--- config.mk ---
export PLATFORM = sky130hd
export DESIGN_NAME = comparator_bank_control
export DESIGN_NICKNAME = d
export VERILOG_FILES = /design/src/logic/cmp_bank_pkg.sv /design/src/logic/comparator_bank_control.sv
export VERILOG_INCLUDE_DIRS = /design/src /design/src/logic
export SDC_FILE = /design/constraint.sdc
export NUM_CORES = 1
export LEC_CHECK = 0
export BUFFER_PORTS_ARGS = -buffer_cell sky130_fd_sc_hd__buf_2
export CORE_ASPECT_RATIO = 0.6
export CORE_MARGIN = 2
export CORE_UTILIZATION = 55
export DETAILED_ROUTE_END_ITERATION = 12
export GPL_TIMING_DRIVEN = 1
export PLACE_DENSITY = 0.78
export SYNTH_ARGS = -nofsm -noshare
export SYNTH_HDL_FRONTEND = slang
export SYNTH_SLANG_ARGS = --single-unit
--- constraint.sdc ---
create_clock -name clk_in -period 4.3 [get_ports clk_in]
set_clock_uncertainty 0.15 [all_clocks]
set_input_delay 0.215 -clock clk_in [delete_from_list [all_inputs] [get_ports clk_in]]
set_output_delay 0.215 -clock clk_in [all_outputs]
set_load 0.01 [all_outputs]
--- src/logic/cmp_bank_params.svh ---
// Register offsets, field positions and reset values of the comparator bank
`ifndef CMP_BANK_PARAMS_SVH
`define CMP_BANK_PARAMS_SVH
`define CMP_NUM_CH 5
`define CMP_ADDR_IRQ_EN 8'h84
`define CMP_ADDR_IRQ_FLG 8'h85
`define CMP_ADDR_CTRL_BASE 8'hC1
`define CMP_ADDR_CAL_BASE 8'hE9
`define CMP_ADDR_EDGE 8'hD7
`define CMP_BIT_EN 7
`define CMP_BIT_HYS 6
`define CMP_BIT_RESULT 7
`define CMP_BIT_MODE 6
`define CMP_BIT_CTS 5
`define CMP_VRF_W 6
`define CMP_SYNC_W 5
`define CMP_TRIM_W 5
`define CMP_CTRL_RESET 8'h00
`define CMP_CAL_RESET 8'h00
`define CMP_TRIM_RESET 5'h10
`define CMP_PWM_FLAG_RESET 2'h0
`endif

--- src/logic/cmp_bank_pkg.sv ---
// Types shared by the comparator bank
package cmp_bank_pkg;
  typedef logic [7:0] sfr_byte_t;
  typedef logic [4:0] ch_vec_t;
endpackage : cmp_bank_pkg

--- src/logic/comparator_bank_control.sv ---
// Digital control and interrupt flags for five analog comparators
// Contract
// [RULE1] Result is high when plus input exceeds minus input, else low.
// [RULE2] Five channels, each with control, calibration and edge-select bit.
// [RULE3] Enable bit turns comparator on; disabled output forced low.
// [RULE4] Per-channel hysteresis enable bit drives analog hysteresis.
// [RULE5] Edge bit one flags on rising result, zero on falling.
// [RULE6] Hardware sets flag on selected edge; flags in bits 4..0.
// [RULE7] Writing zero clears a flag bit; writing one leaves it.
// [RULE8] Interrupt enable register bits 4..0, one per channel.
// [RULE9] Channel request asserted while flag and enable both one.
// [RULE10] Channels two to five use internal reference on plus input.
// [RULE11] Channel one takes both inputs from external pins.
// [RULE12] Current result readable in calibration register status bit.
// [RULE13] Calibration mode ties both inputs to internal cal source.
// [RULE14] Terminal-select bit routes cal source: one plus, zero minus.
// [RULE15] Software sweeps trim up and down, applies value, leaves cal.
// [RULE16] Trim writes accepted only while calibration mode bit set.
// [RULE17] Enabled comparator disables digital input paths of its pins.
// [RULE18] Channel one control: enable b7, hysteresis b6, b5 reserved, sync b4..0.
// [RULE19] Channels two-five reference field six bits, level value/64 of supply.
`include "cmp_bank_params.svh"
module comparator_bank_control (
  // Clock and reset
  input wire logic clk_in,
  input wire logic rst_n_in,
  // Special function register port
  input wire logic [7:0] sfr_addr_in,
  input wire logic [7:0] sfr_wdata_in,
  input wire logic sfr_wr_in,
  input wire logic sfr_rd_in,
  output logic [7:0] sfr_rdata_out,
  // Raw analog comparator decisions, plus above minus
  input wire logic [4:0] analog_result_in,
  // Analog core controls
  output logic [4:0] channel_enable_bit_out,
  output logic [4:0] hysteresis_enable_bit_out,
  output logic [4:0] calibration_mode_bit_out,
  output logic [4:0] cal_terminal_select_bit_out,
  output logic [24:0] offset_trim_field_out,
  output logic [23:0] reference_select_field_out,
  output logic [4:0] sync_debounce_field_out,
  output logic [4:0] pin_digital_disable_out,
  // Interrupt requests and PWM flag set inputs
  input wire logic [1:0] pwm_flag_set_in,
  output logic [4:0] channel_irq_out
);
  logic rst_s1, rst_n;
  // Reset release through two flops
  always_ff @(posedge clk_in or negedge rst_n_in) begin
    if (!rst_n_in) begin
      rst_s1 <= 1'b0;
      rst_n <= 1'b0;
    end else begin
      rst_s1 <= 1'b1;
      rst_n <= rst_s1;
    end
  end

  cmp_bank_pkg::sfr_byte_t ctrl [5];
  cmp_bank_pkg::sfr_byte_t next_ctrl [5];
  logic [1:0] calmode [5];
  logic [1:0] next_calmode [5];
  logic [4:0] trim [5];
  logic [4:0] next_trim [5];
  cmp_bank_pkg::ch_vec_t edge_sel, next_edge_sel, irq_en, next_irq_en;
  cmp_bank_pkg::ch_vec_t flag, next_flag, result, prev_result, evt;
  logic [2:0] irq_en_pwm, next_irq_en_pwm;
  logic [1:0] pwm_flag, next_pwm_flag;
  cmp_bank_pkg::sfr_byte_t next_rdata;

  // Gated results and edge events
  always_comb begin
    result = analog_result_in & channel_enable_bit_out; // [RULE1] [RULE3]
    for (int i = 0; i < `CMP_NUM_CH; i++) begin
      evt[i] = edge_sel[i] ? (result[i] & ~prev_result[i]) : (~result[i] & prev_result[i]); // [RULE5]
    end
  end

  // Next-state of the control, calibration, edge, enable and flag registers
  always_comb begin
    next_edge_sel = edge_sel;
    next_irq_en = irq_en;
    next_irq_en_pwm = irq_en_pwm;
    next_flag = flag | evt; // [RULE6]
    next_pwm_flag = pwm_flag | pwm_flag_set_in;
    for (int i = 0; i < `CMP_NUM_CH; i++) begin
      next_ctrl[i] = ctrl[i];
      next_calmode[i] = calmode[i];
      next_trim[i] = trim[i];
    end
    if (sfr_wr_in) begin
      if (sfr_addr_in == `CMP_ADDR_IRQ_EN) begin
        next_irq_en = sfr_wdata_in[4:0]; // [RULE8]
        next_irq_en_pwm = sfr_wdata_in[7:5];
      end else if (sfr_addr_in == `CMP_ADDR_IRQ_FLG) begin
        // A new edge in the same cycle as a clearing write keeps its flag
        next_flag = (flag & sfr_wdata_in[4:0]) | evt; // [RULE7]
        next_pwm_flag = (pwm_flag & sfr_wdata_in[6:5]) | pwm_flag_set_in;
      end else if (sfr_addr_in == `CMP_ADDR_EDGE) begin
        next_edge_sel = sfr_wdata_in[4:0]; // [RULE5]
      end else begin
        for (int i = 0; i < `CMP_NUM_CH; i++) begin
          if (sfr_addr_in == `CMP_ADDR_CTRL_BASE + 8'(i)) begin
            next_ctrl[i] = (i == 0) ? (sfr_wdata_in & 8'hDF) : sfr_wdata_in; // [RULE18]
          end
          if (sfr_addr_in == `CMP_ADDR_CAL_BASE + 8'(i)) begin
            next_calmode[i] = sfr_wdata_in[6:5];
            if (calmode[i][1] && sfr_wdata_in[`CMP_BIT_MODE]) begin
              next_trim[i] = sfr_wdata_in[4:0]; // [RULE16]
            end
          end
        end
      end
    end
  end

  // Register update
  always_ff @(posedge clk_in or negedge rst_n) begin
    if (!rst_n) begin
      for (int i = 0; i < `CMP_NUM_CH; i++) begin
        ctrl[i] <= `CMP_CTRL_RESET;
        calmode[i] <= 2'h0;
        trim[i] <= `CMP_TRIM_RESET;
      end
      edge_sel <= 5'h00;
      irq_en <= 5'h00;
      irq_en_pwm <= 3'h0;
      flag <= 5'h00;
      pwm_flag <= `CMP_PWM_FLAG_RESET;
      prev_result <= 5'h00;
    end else begin
      for (int i = 0; i < `CMP_NUM_CH; i++) begin // [RULE2]
        ctrl[i] <= next_ctrl[i];
        calmode[i] <= next_calmode[i];
        trim[i] <= next_trim[i];
      end
      edge_sel <= next_edge_sel;
      irq_en <= next_irq_en;
      irq_en_pwm <= next_irq_en_pwm;
      flag <= next_flag;
      pwm_flag <= next_pwm_flag;
      prev_result <= result;
    end
  end

  // Analog control outputs
  always_comb begin
    for (int i = 0; i < `CMP_NUM_CH; i++) begin
      channel_enable_bit_out[i] = ctrl[i][`CMP_BIT_EN]; // [RULE3]
      hysteresis_enable_bit_out[i] = ctrl[i][`CMP_BIT_HYS]; // [RULE4]
      calibration_mode_bit_out[i] = calmode[i][1]; // [RULE13]
      cal_terminal_select_bit_out[i] = calmode[i][0]; // [RULE14]
      offset_trim_field_out[i*5 +: 5] = trim[i];
    end
    for (int i = 1; i < `CMP_NUM_CH; i++) begin
      reference_select_field_out[(i-1)*6 +: 6] = ctrl[i][5:0]; // [RULE10] [RULE19]
    end
    sync_debounce_field_out = ctrl[0][4:0]; // [RULE11] [RULE18]
    pin_digital_disable_out = channel_enable_bit_out; // [RULE17]
    channel_irq_out = flag & irq_en; // [RULE9]
  end

  // Read data select, held between reads
  always_comb begin
    next_rdata = sfr_rdata_out;
    if (sfr_rd_in) begin
      next_rdata = 8'h00; // Unmapped reads return zero
      if (sfr_addr_in == `CMP_ADDR_IRQ_EN) begin
        next_rdata = {irq_en_pwm, irq_en};
      end else if (sfr_addr_in == `CMP_ADDR_IRQ_FLG) begin
        next_rdata = {1'b0, pwm_flag, flag};
      end else if (sfr_addr_in == `CMP_ADDR_EDGE) begin
        next_rdata = {3'h0, edge_sel};
      end else begin
        for (int i = 0; i < `CMP_NUM_CH; i++) begin
          if (sfr_addr_in == `CMP_ADDR_CTRL_BASE + 8'(i)) begin
            next_rdata = ctrl[i];
          end
          if (sfr_addr_in == `CMP_ADDR_CAL_BASE + 8'(i)) begin
            next_rdata = {result[i], calmode[i], trim[i]}; // [RULE12]
          end
        end
      end
    end
  end

  // Read data register
  always_ff @(posedge clk_in or negedge rst_n) begin
    if (!rst_n) begin
      sfr_rdata_out <= 8'h00;
    end else begin
      sfr_rdata_out <= next_rdata;
    end
  end

  // Checks on results and flags
  AST_DISABLED_LOW: assert property (@(posedge clk_in) disable iff (!rst_n) // [RULE3]
    !channel_enable_bit_out[0] |-> ##1 !prev_result[0]) else $error("disabled channel result not low");
  AST_RISE_FLAG: assert property (@(posedge clk_in) disable iff (!rst_n) // [RULE5]
    edge_sel[1] && result[1] && !prev_result[1] |=> flag[1]) else $error("rising edge missed");
  AST_FALL_FLAG: assert property (@(posedge clk_in) disable iff (!rst_n) // [RULE6]
    !edge_sel[2] && !result[2] && prev_result[2] |=> flag[2]) else $error("falling edge missed");
  AST_CLEAR: assert property (@(posedge clk_in) disable iff (!rst_n) // [RULE7]
    sfr_wr_in && sfr_addr_in == `CMP_ADDR_IRQ_FLG && !sfr_wdata_in[0] && !evt[0] |=> !flag[0])
    else $error("flag clear failed");
  AST_KEEP: assert property (@(posedge clk_in) disable iff (!rst_n) // [RULE7]
    sfr_wr_in && sfr_addr_in == `CMP_ADDR_IRQ_FLG && sfr_wdata_in[3] && flag[3] |=> flag[3])
    else $error("flag lost on write one");
  // Enabling a channel with a pending flag raises its request next cycle
  AST_IRQ: assert property (@(posedge clk_in) disable iff (!rst_n) // [RULE9]
    sfr_wr_in && sfr_addr_in == `CMP_ADDR_IRQ_EN && sfr_wdata_in[1] && flag[1] |=> channel_irq_out[1])
    else $error("irq not raised");
  // Checks on register writes
  AST_IEN: assert property (@(posedge clk_in) disable iff (!rst_n) // [RULE8]
    sfr_wr_in && sfr_addr_in == `CMP_ADDR_IRQ_EN |=> {3'h0, irq_en} == ($past(sfr_wdata_in) & 8'h1F))
    else $error("enable write lost");
  AST_TRIM_LOCK: assert property (@(posedge clk_in) disable iff (!rst_n) // [RULE16]
    !calibration_mode_bit_out[0] |=> trim[0] == $past(trim[0])) else $error("trim changed outside cal");
  AST_PIN: assert property (@(posedge clk_in) disable iff (!rst_n) // [RULE17]
    sfr_wr_in && sfr_addr_in == `CMP_ADDR_CTRL_BASE |=>
    pin_digital_disable_out[0] == $past(sfr_wdata_in[`CMP_BIT_EN])) else $error("pin disable wrong");
  AST_MODE: assert property (@(posedge clk_in) disable iff (!rst_n) // [RULE13]
    sfr_wr_in && sfr_addr_in == `CMP_ADDR_CAL_BASE |=> calibration_mode_bit_out[0] == $past(sfr_wdata_in[6]))
    else $error("cal mode write lost");
  // Main scenarios
  COV_RISE: cover property (@(posedge clk_in) disable iff (!rst_n) evt[0] && edge_sel[0]);
  COV_FALL: cover property (@(posedge clk_in) disable iff (!rst_n) evt[4] && !edge_sel[4]);
  COV_IRQ: cover property (@(posedge clk_in) disable iff (!rst_n) |channel_irq_out);
  COV_TRIM: cover property (@(posedge clk_in) disable iff (!rst_n) calibration_mode_bit_out[0] ##1 trim[0] != 5'h10);
endmodule : comparator_bank_control

==> out/metrics.cfg, run 1 <==
[layout]
nets=635
num_antenna_cells=0
layout_common_cells=buf_2, dfrtp_1, mux2_2
syn2layout_area_growth_pct=16.67
layout.core_utilization_pct=66.55
final_common_cell=buf_2
fill_cells=797
fin_cells=748
drive_above_1_share_pct=41.92

[setup_path]
cp-start-kind=input port
arrival_ns=2.78
worst_setup_path_end_kind=register
crit_chain=buf_2 -> nand4_1 -> nor4_2 -> buf_4 -> nor3b_2 -> buf_4 -> nand4_1 -> mux2_2
path_max_fanout=34
required_ns=4.39
critPathMaxStageDelay_ns=0.55
critical_path_class=in -> reg
critPathSlowestCell=buf_2

[power]
ir_worst_vdd_mv=0.3071
p_sw_share_pct=26.41
pwr-share-clk_pct=38.4
leakagePower_uw=0.003298
combPwrFrac_pct=10.2
p_sw_uw=588.8
intPower_uw=1640
power_density_nw_per_um2=336.7
p_seq_share_pct=51.4

[routing]
routedWlPerCell_um=24.10
drt-total-wl_um=18030
via_per_inst=6.473
drt_iter0_drc=568
firstDrtPassIters=5
vias=4842
drt_drc_violations_left=0
antenna_left=0

[logic_synthesis]
synthCells=506
syn-num-nets=533
yosys_register_bits=109
yosys_most_used_dff=dfrtp_1
synth_seq_area_share_pct=48.17
syn_area_um2=5675
synth.distinct_cells=64
synth_warnings=0
ys_async_sr_fraction_pct=100.0
syn_avg_cell_area_um2=11.22
synth_edf_count=0

[place]
dp.cells=727
finalWeightedCongestion=0.9999
port_buffers=118
post-dp-hpwl_um=13310

[clock_tree]
root_buffer=clkbuf_16
numCtsBuffers=9
clkTransAtPathRegs_ns=0.08
htreeDepth=3
cts_tree=yes
cts_sinks=109
clkLatencyLatePin_ns=0.35
cts_buffer_depth=2

[global_route]
grt_pass1_vias=4506
grt_pass1_wl_um=27030
grt_antenna_before_repair=0
grt_usage_pct=33.31
grt_max_degree=67
grt_overflow=0

[timing]
fin_tns_setup_ns=0
relSlewSlack_pct=35.55
report.final.slew_viol_count=0
final.min_clock_period_ns=2.691
period_share_pct=62.59
setup_viol=0
hold_viol=0
fmax_mhz=371.6
tightest_slew_ns=0.9632
rsz0062_at_grt=false

[floorplan]
row_count=28
io_pins=119
die_x_um=135.1
core_um2=9950
die_area_um2=11170
die_y_um=82.69
initial_core_util_pct=57.04

[run_status]
outcome=completed

[flow_run]
maxCapViolCount=0

[min_path]
min_path_type=in -> reg

==> metrics by stage <==
stage / power [uW] / hold slack (ns) / setup slack (ns) / cell area [um2]
detailed placement: 1384 / -0.1480 / 1.311 / 6270
CTS: 2233 / 0.001142 / 1.673 / 6621
finish: 2229 / 0.004136 / 1.609 / 6621
global placement: 1375 / -0.1494 / 1.403 / 6270
floorplan: 1280 / -0.2306 / 0.8974 / 5675
global route: 2305 / 0.01717 / 1.482 / 6621
==> synthesized netlist by cell type, types with 6 or more instances <==
master,number,share of area [%]
a21oi_1,21,1.9
a22o_1,6,0.93
a22oi_1,7,0.93
a31oi_1,9,0.99
and2_1,7,0.77
buf_2,9,0.79
buf_4,6,0.79
clkbuf_1,16,1.1
dfrtp_1,104,46
inv_1,12,0.79
mux2_2,91,18
nand2_1,32,2.1
nand2b_1,9,0.99
nand3_1,9,0.79
nand4_1,7,0.77
nor2_1,26,1.7
nor3_1,12,1.1
o21ai_0,19,1.7
o221ai_1,9,1.4
o22ai_1,7,0.77
==> logic make-up after synthesis <==
family / after synthesis / share of synthesized area, %
simple gates: 144 / 15.21
flops: 109 / 48.17
compound gates: 107 / 13.18
mux: 96 / 18.94
buf+inv: 49 / 4.431
other cells: 1 / 0.06607
==> registers in the layout, summed over array words and instances, names as in the netlist, 3 cells and up <==
name	flops
calibration_mode_bit_out	5
sfr_rdata_out	8
offset_trim_field_out	25
flag	5
channel_enable_bit_out	5
sync_debounce_field_out	5
irq_en	5
hysteresis_enable_bit_out	5
irq_en_pwm	3
edge_sel	5
reference_select_field_out	24
cal_terminal_select_bit_out	5
prev_result	5
==> final cells by class <==
| cell class | instances | area (um2) | area share, % |
|---|---|---|---|
| sequential | 109 | 2738 | 41.35 |
| tap | 135 | 168.9 | 2.551 |
| clock buffer | 12 | 246.5 | 3.723 |
| clock inverter | 4 | 55.05 | 0.8314 |
| multi-input combinational | 348 | 2690 | 40.63 |
| inverter | 12 | 45.04 | 0.6803 |
| timing repair buffer | 128 | 678.2 | 10.24 |
==> repair_timing <==
action | in CTS | in global routing
resized for setup | 0 | 0
hold buffers | 5 | 0
buffers inserted | 0 | 0
hold endpoints to repair | 6 | 0
==> metal layers <==
metal / up-vias / part of all wire [%] / global-route usage [%]
li1: 2061 / - / -
met1: 2439 / 46 / 52.46
met2: 326 / 40 / 45.48
met3: 16 / 12 / 8.608
met4: 0 / 0.90 / 7.292
met5: - / 0 / 0
==> critical path, delay by kind of cell <==
kind                   cells  cell delay, ns
multiplexers               1            0.37
AND/OR/NAND/NOR            4            1.15
buffers and inverters      3            1.02
==> worst paths after layout <==
check	from	end	slack (ns)	cells after the start
worst min-delay path	analog_result_in[2]	prev_result[2]$_DFF_PN0_	0.004	3
worst min register to register	rst_s1$_DFF_PN0_	rst_n$_DFF_PN0_	0.22	0
worst max-delay path	sfr_addr_in[0]	offset_trim_field_out[16]$_DFFE_PN0P_	1.61	8
min in group asynchronous	rst_n_in	rst_n$_DFF_PN0_	0.02	2
max in group asynchronous	rst_n$_DFF_PN0_	irq_en_pwm[0]$_DFFE_PN0P_	2.60	1
worst max register to register	channel_enable_bit_out[0]$_DFFE_PN0P_	sfr_rdata_out[7]$_DFFE_PN0P_	2.45	6
==> power groups by stage <==
stage	Sequential [uW]	Clock, uW	Combinational, uW
final	1140	857	228
after global placement	1160	0	216
after detailed placement	1160	0	221
after floorplan	1150	0	128
after CTS	1140	865	225
after global routing	1150	908	246
(Power assumes the default switching activity.)
==> run 2: changes to the inputs <==
==> constraint.sdc (replaced) <==
create_clock -name clk_in -period 2.6 [get_ports clk_in]
set_clock_uncertainty 0.15 [all_clocks]
set_input_delay 0.13 -clock clk_in [delete_from_list [all_inputs] [get_ports clk_in]]
set_output_delay 0.13 -clock clk_in [all_outputs]
set_load 0.01 [all_outputs]
==> out/metrics.cfg, run 2 (synthesis gave the netlist of run 1 again) <==
[global_route]
grt_usage_pct=34.05  ; +0.74 points
grt_overflow=0  ; unchanged
grt_pass1_wl_um=27830  ; +3.0%
grt_pass1_vias=4785  ; +6.2%
grt_antenna_before_repair=0  ; unchanged
grt_max_degree=66  ; -1.5%

[setup_path]
regToRegEndpoint=sfr_rdata_out[1]$_DFFE_PN0P_
crit_start=sfr_addr_in[5]
cp-start-kind=input port
crit_chain=buf_2 -> or3_4 -> buf_4 -> nor3_4 -> nand3_1 -> a21o_1 -> a21o_1 -> a21oi_1
arrival_ns=2.11  ; -0.67 ns
worst_setup_path_end_kind=register
crit_top_cell=a21o_1
critPathMaxStageDelay_ns=0.43  ; -0.12 ns
required_ns=2.72  ; -1.67 ns
crit_end=sfr_rdata_out[4]$_DFFE_PN0P_
worst_r2r_startpoint=reference_select_field_out[19]$_DFFE_PN0P_
critPathSlowestCell=nor3_4
path_max_fanout=13  ; -62%
reg2reg_setup_slack_ns=0.76  ; -1.69 ns
critical_path_class=in -> reg
rr_worst_depth=5  ; -1

[place]
finalWeightedCongestion=0.9713  ; -2.9%
dp.cells=746  ; +2.6%
post-dp-hpwl_um=13540  ; +1.8%
port_buffers=118  ; unchanged

[power]
pwr-share-clk_pct=39.4  ; +1.0 points
p_total_uw=3763  ; +69%
p_sw_share_pct=26.99  ; +0.58 points
power_density_nw_per_um2=550.4  ; +63%
p_sw_uw=1016  ; +73%
intPower_uw=2748  ; +67%
combPwrFrac_pct=10.8  ; +0.6 points
ir_worst_vdd_mv=0.3408  ; +11%
leakagePower_uw=0.003427  ; +3.9%
p_seq_share_pct=49.8  ; -1.6 points

[floorplan]
die_x_um=135.1  ; unchanged
io_pins=119  ; unchanged
core_um2=9950  ; unchanged
row_count=28  ; unchanged
die_y_um=82.69  ; unchanged
die_area_um2=11170  ; unchanged
initial_core_util_pct=57.04  ; unchanged

[clock_tree]
htreeDepth=3  ; unchanged
clkLatencyLatePin_ns=0.36  ; about the same
cts_sinks=109  ; unchanged
root_buffer=clkbuf_16
clkTransAtPathRegs_ns=0.07  ; about the same
cts_resized=0  ; unchanged
postCtsSetupBuffers=0  ; unchanged
hold_buffers=9  ; +4
numCtsBuffers=9  ; unchanged
cts_tree=yes
cts_buffer_depth=2  ; unchanged

[timing]
tightest_slew_ns=0.6421  ; -0.3211 ns
setup_viol=0  ; unchanged
final.min_clock_period_ns=1.989
period_share_pct=76.49
fmax_mhz=502.8
relSlewSlack_pct=57.07  ; +22 points
report.final.slew_viol_count=0  ; unchanged
fin_tns_setup_ns=0  ; unchanged
hold_viol=0  ; unchanged
rsz0062_at_grt=false

[layout]
fin_cells=771  ; +3.1%
syn2layout_area_growth_pct=20.48
seqCellArea_um2=2738  ; unchanged
drive_above_1_share_pct=43.71  ; +1.8 points
multi_input_area_um2=2690  ; unchanged
largest_reg_flops=25  ; unchanged
fill_cells=825  ; +3.5%
final_common_cell=buf_2
num_antenna_cells=0  ; unchanged
nets=658  ; +3.6%
layout_common_cells=buf_2, dfrtp_1, mux2_2

[min_path]
min_path_type=in -> reg
worstHoldPathCells=2  ; -1

[flow_run]
maxCapViolCount=0  ; unchanged

[routing]
drt-total-wl_um=18440  ; +2.3%
via_per_inst=6.446  ; -0.42%
vias=4970  ; +2.6%
routedWlPerCell_um=23.91  ; -0.78%
antenna_left=0  ; unchanged
firstDrtPassIters=5  ; unchanged
drt_iter0_drc=513  ; -9.7%
drt_drc_violations_left=0  ; unchanged

[run_status]
outcome=completed

==> run 2: changes by cell type in the layout (fill, tap and decap cells not counted) <==
cell,before,now
inv_8,0,1
buf_4,5,23
dlygate4sd3_1,5,9
inv_6,2,3
buf_12,0,1
clkbuf_1,2,0
clkinvlp_4,1,0
clkinv_8,0,1
==> run 2: layer usage <==
layer | track usage [%] | vias up | share of wire, % | routed length (um)
li1 | - | 2118 | - | -
met4 | 7.917 | 0 | 1.5 | 275
met1 | 50.57 | 2527 | 46 | 8393
met3 | 8.181 | 25 | 11 | 1938
met2 | 50.71 | 300 | 42 | 7830
met5 | 0 | - | 0 | 0
==> run 2: area by class of cell <==
cell class / instances / share of cell area [%]
flip-flops and latches: 109 / 40.04
multi-input cells: 348 / 39.34
repair buffers: 151 / 12.77
clock buffers: 10 / 3.495
well taps: 135 / 2.470
clock inverters: 6 / 1.226
inverters: 12 / 0.6587
==> run 2: how the worst min path moves through the flow <==
stage | start | endpoint | slack [ns]
global placement | rst_n_in | rst_s1$_DFF_PN0_ | -0.24
finish | sfr_wdata_in[7] | channel_enable_bit_out[4]$_DFFE_PN0P_ | 0.009
floorplan | rst_n_in | rst_n$_DFF_PN0_ | -0.32
CTS | sfr_wdata_in[7] | channel_enable_bit_out[4]$_DFFE_PN0P_ | 0.002
detailed placement | rst_n_in | rst_s1$_DFF_PN0_ | -0.23
global route | sfr_wdata_in[7] | channel_enable_bit_out[2]$_DFFE_PN0P_ | 0.03
==> run 2: metrics by stage <==
stage / setup slack (ns) / cell area, um2 / hold slack (ns) / utilization (%)
finish: 0.6112 / 6838 / 0.008509 / 68.72
global route: 0.5284 / 6838 / 0.02976 / 68.72
CTS: 0.6729 / 6838 / 0.002444 / 68.72
detailed placement: 0.3020 / 6425 / -0.2321 / 64.57
global placement: 0.3064 / 6425 / -0.2354 / 64.57
floorplan: 0.5911 / 5677 / -0.3156 / -
==> run 2: critical path: cells and delay by family <==
kind                   cells  cell delay [ns]
AO/OA/AOI/OAI              3             0.62
buffers and inverters      2             0.37
AND/OR/NAND/NOR            3             0.97
==> run 2: power by group through the flow <==
stage               logic, uW  clock network (uW)  registers [uW]
global route              438                1550            1890
CTS                       403                1500            1870
global placement          381                   0            1900
floorplan                 211                   0            1910
detailed placement        391                   0            1910
finish                    408                1480            1870
==> run 3: changes to the inputs <==
==> constraint.sdc (replaced) <==
create_clock -name clk_in -period 1.95 [get_ports clk_in]
set_clock_uncertainty 0.15 [all_clocks]
set_input_delay 0.0975 -clock clk_in [delete_from_list [all_inputs] [get_ports clk_in]]
set_output_delay 0.0975 -clock clk_in [all_outputs]
set_load 0.01 [all_outputs]
==> out/metrics.cfg, run 3 (synthesis gave the netlist of run 1 again) <==
[run_status]
outcome=completed

[clock_tree]
root_buffer=clkbuf_16
htreeDepth=3  ; unchanged
cts_tree=yes
cts_buffer_depth=2  ; unchanged
numCtsBuffers=9  ; unchanged
postCtsSetupBuffers=0  ; unchanged
clkLatencyLatePin_ns=0.36  ; about the same
cts_sinks=109  ; unchanged
clkTransAtPathRegs_ns=0.07  ; about the same

[place]
post-dp-hpwl_um=14160  ; +4.5%
dp.cells=801  ; +7.4%
finalWeightedCongestion=0.9393  ; -3.3%
port_buffers=118  ; unchanged

[timing]
hold_viol=0  ; unchanged
tightest_slew_ns=0.8314  ; +0.1893 ns
fmax_mhz=531.2
relSlewSlack_pct=44.51  ; -13 points
timing.hold.ws_ns=0.05615  ; +0.04764 ns
period_share_pct=96.54
report.final.slew_viol_count=0  ; unchanged
setup_viol=0  ; unchanged
rsz0062_at_grt=false
final.min_clock_period_ns=1.882

[layout]
drive_above_1_share_pct=48.41  ; +4.7 points
layout_common_cells=buf_2, dfrtp_1, mux2_2
seqCellArea_um2=2738  ; unchanged
largest_reg_flops=25  ; unchanged
multi_input_area_um2=2718  ; +1.0%
syn2layout_area_growth_pct=28.37
fill_cells=734  ; -11%
layout.core_utilization_pct=73.23  ; +4.5 points
fin_cells=827  ; +7.3%
final_common_cell=buf_2
nets=714  ; +8.5%
num_antenna_cells=0  ; unchanged

[global_route]
grt_overflow=0  ; unchanged
grt_pass1_wl_um=28300  ; +1.7%
grt_usage_pct=34.69  ; +0.64 points
grt_max_degree=44  ; -33%
grt_antenna_before_repair=1  ; +1
grt_pass1_vias=4883  ; +2.0%

[setup_path]
critical_path_class=in -> reg
critPathBufInv=2  ; unchanged
cp-start-kind=input port
crit_top_cell=or3_4
worst_setup_path_end_kind=register
crit_chain=buf_2 -> or3_4 -> buf_4 -> or3_4 -> and2_1 -> a31oi_1 -> nor4_2 -> o22ai_1
arrival_ns=2.01  ; -0.10 ns
cp_top_family=simple AND/OR/NAND/NOR gates
critPathSlowestCell=or3_4
required_ns=2.07  ; -0.65 ns
path_max_fanout=13  ; unchanged
critPathMaxStageDelay_ns=0.45  ; +0.02 ns

[floorplan]
core_um2=9950  ; unchanged
die_x_um=135.1  ; unchanged
initial_core_util_pct=57.04  ; unchanged
io_pins=119  ; unchanged
die_y_um=82.69  ; unchanged
die_area_um2=11170  ; unchanged
row_count=28  ; unchanged

[power]
p_total_uw=4931  ; +31%
combPwrFrac_pct=12.4  ; +1.6 points
ir_worst_vdd_mv=0.5137  ; +51%
intPower_uw=3550  ; +29%
p_sw_uw=1381  ; +36%
pwr-share-clk_pct=37.1  ; -2.3 points
p_sw_share_pct=28.01  ; +1.0 points
leakagePower_uw=0.003705  ; +8.1%
power_density_nw_per_um2=676.8  ; +23%
p_seq_share_pct=50.5  ; +0.7 points

[routing]
drt-total-wl_um=19080  ; +3.5%
via_per_inst=6.270  ; -2.7%
top_layer_used=met4
vias=5185  ; +4.3%
drt_iter0_drc=520  ; +1.4%
antenna_left=0  ; unchanged
drt_drc_violations_left=0  ; unchanged
met2_length_um=7979  ; +1.9%
m1WireLength_um=8782  ; +4.6%
routedWlPerCell_um=23.07  ; -3.5%
firstDrtPassIters=5  ; unchanged
met3_length_um=1879  ; -3.0%

[min_path]
min_path_type=in -> reg

[flow_run]
maxCapViolCount=0  ; unchanged

## run 3: metrics by stage
step	instance area (um2)	TNS, ns	setup slack, ns
2_1_floorplan	5684	-0.1638	-0.01917
3_3_place_gp	6868	-26.56	-0.3921
3_5_place_dp	6868	-34.28	-0.5227
4_1_cts	7266	0	0.06109
5_1_grt	7286	0	0.02920
6_report	7286	0	0.06750
## run 3: worst reg2reg max path: stages, from the launching register on
cell and delay, ns:
dfrtp_1 0.42, mux2_2 0.28, a21oi_1 0.33, o32a_1 0.27, o21ai_2 0.10, a22o_1 0.18
## run 3: power by group through the flow
stage | logic (uW) | clock network (uW) | registers, uW
detailed placement | 585 | 0 | 2530
floorplan | 282 | 0 | 2540
global route | 654 | 1940 | 2500
global placement | 570 | 0 | 2520
CTS | 604 | 1850 | 2490
finish | 613 | 1830 | 2490
## run 3: cell type report
cell class                      instances  area share, %
Sequential cell                       109          37.58
Multi-Input combinational cell        348          37.30
Timing Repair Buffer                  207          18.19
Clock buffer                           10          3.143
Tap cell                              135          2.318
Clock inverter                          6         0.8587
Inverter                               12         0.6182
## run 3: per-layer routing
layer  vias up  GRT usage [%]
met3        44          8.059
met2       303          48.38
li1       2229              -
met1      2609          52.50
met4         0          12.40
met5         -              0
## run 3: timing repair
item,CTS,global route
endpoints found under the hold margin,12,0
endpoints found under the setup margin,68,4
gates resized for setup,2,4
gates cloned,0,0
hold buffers,10,0
pin swaps,0,1
## run 3: worst paths after layout
check,slack (ns),startpoint,depth (start not counted),to
setup / recovery,0.07,sfr_addr_in[4],8,sfr_rdata_out[0]$_DFFE_PN0P_
hold / removal,0.06,sfr_rd_in,2,sfr_rdata_out[7]$_DFFE_PN0P_
setup reg to reg,0.11,reference_select_field_out[19]$_DFFE_PN0P_,5,sfr_rdata_out[1]$_DFFE_PN0P_
hold reg to reg,0.09,rst_n$_DFF_PN0_,0,reference_select_field_out[8]$_DFFE_PN0P_
max in group asynchronous,0.93,rst_n$_DFF_PN0_,1,offset_trim_field_out[24]$_DFFE_PN1P_
min in group asynchronous,0.09,rst_n$_DFF_PN0_,0,reference_select_field_out[8]$_DFFE_PN0P_
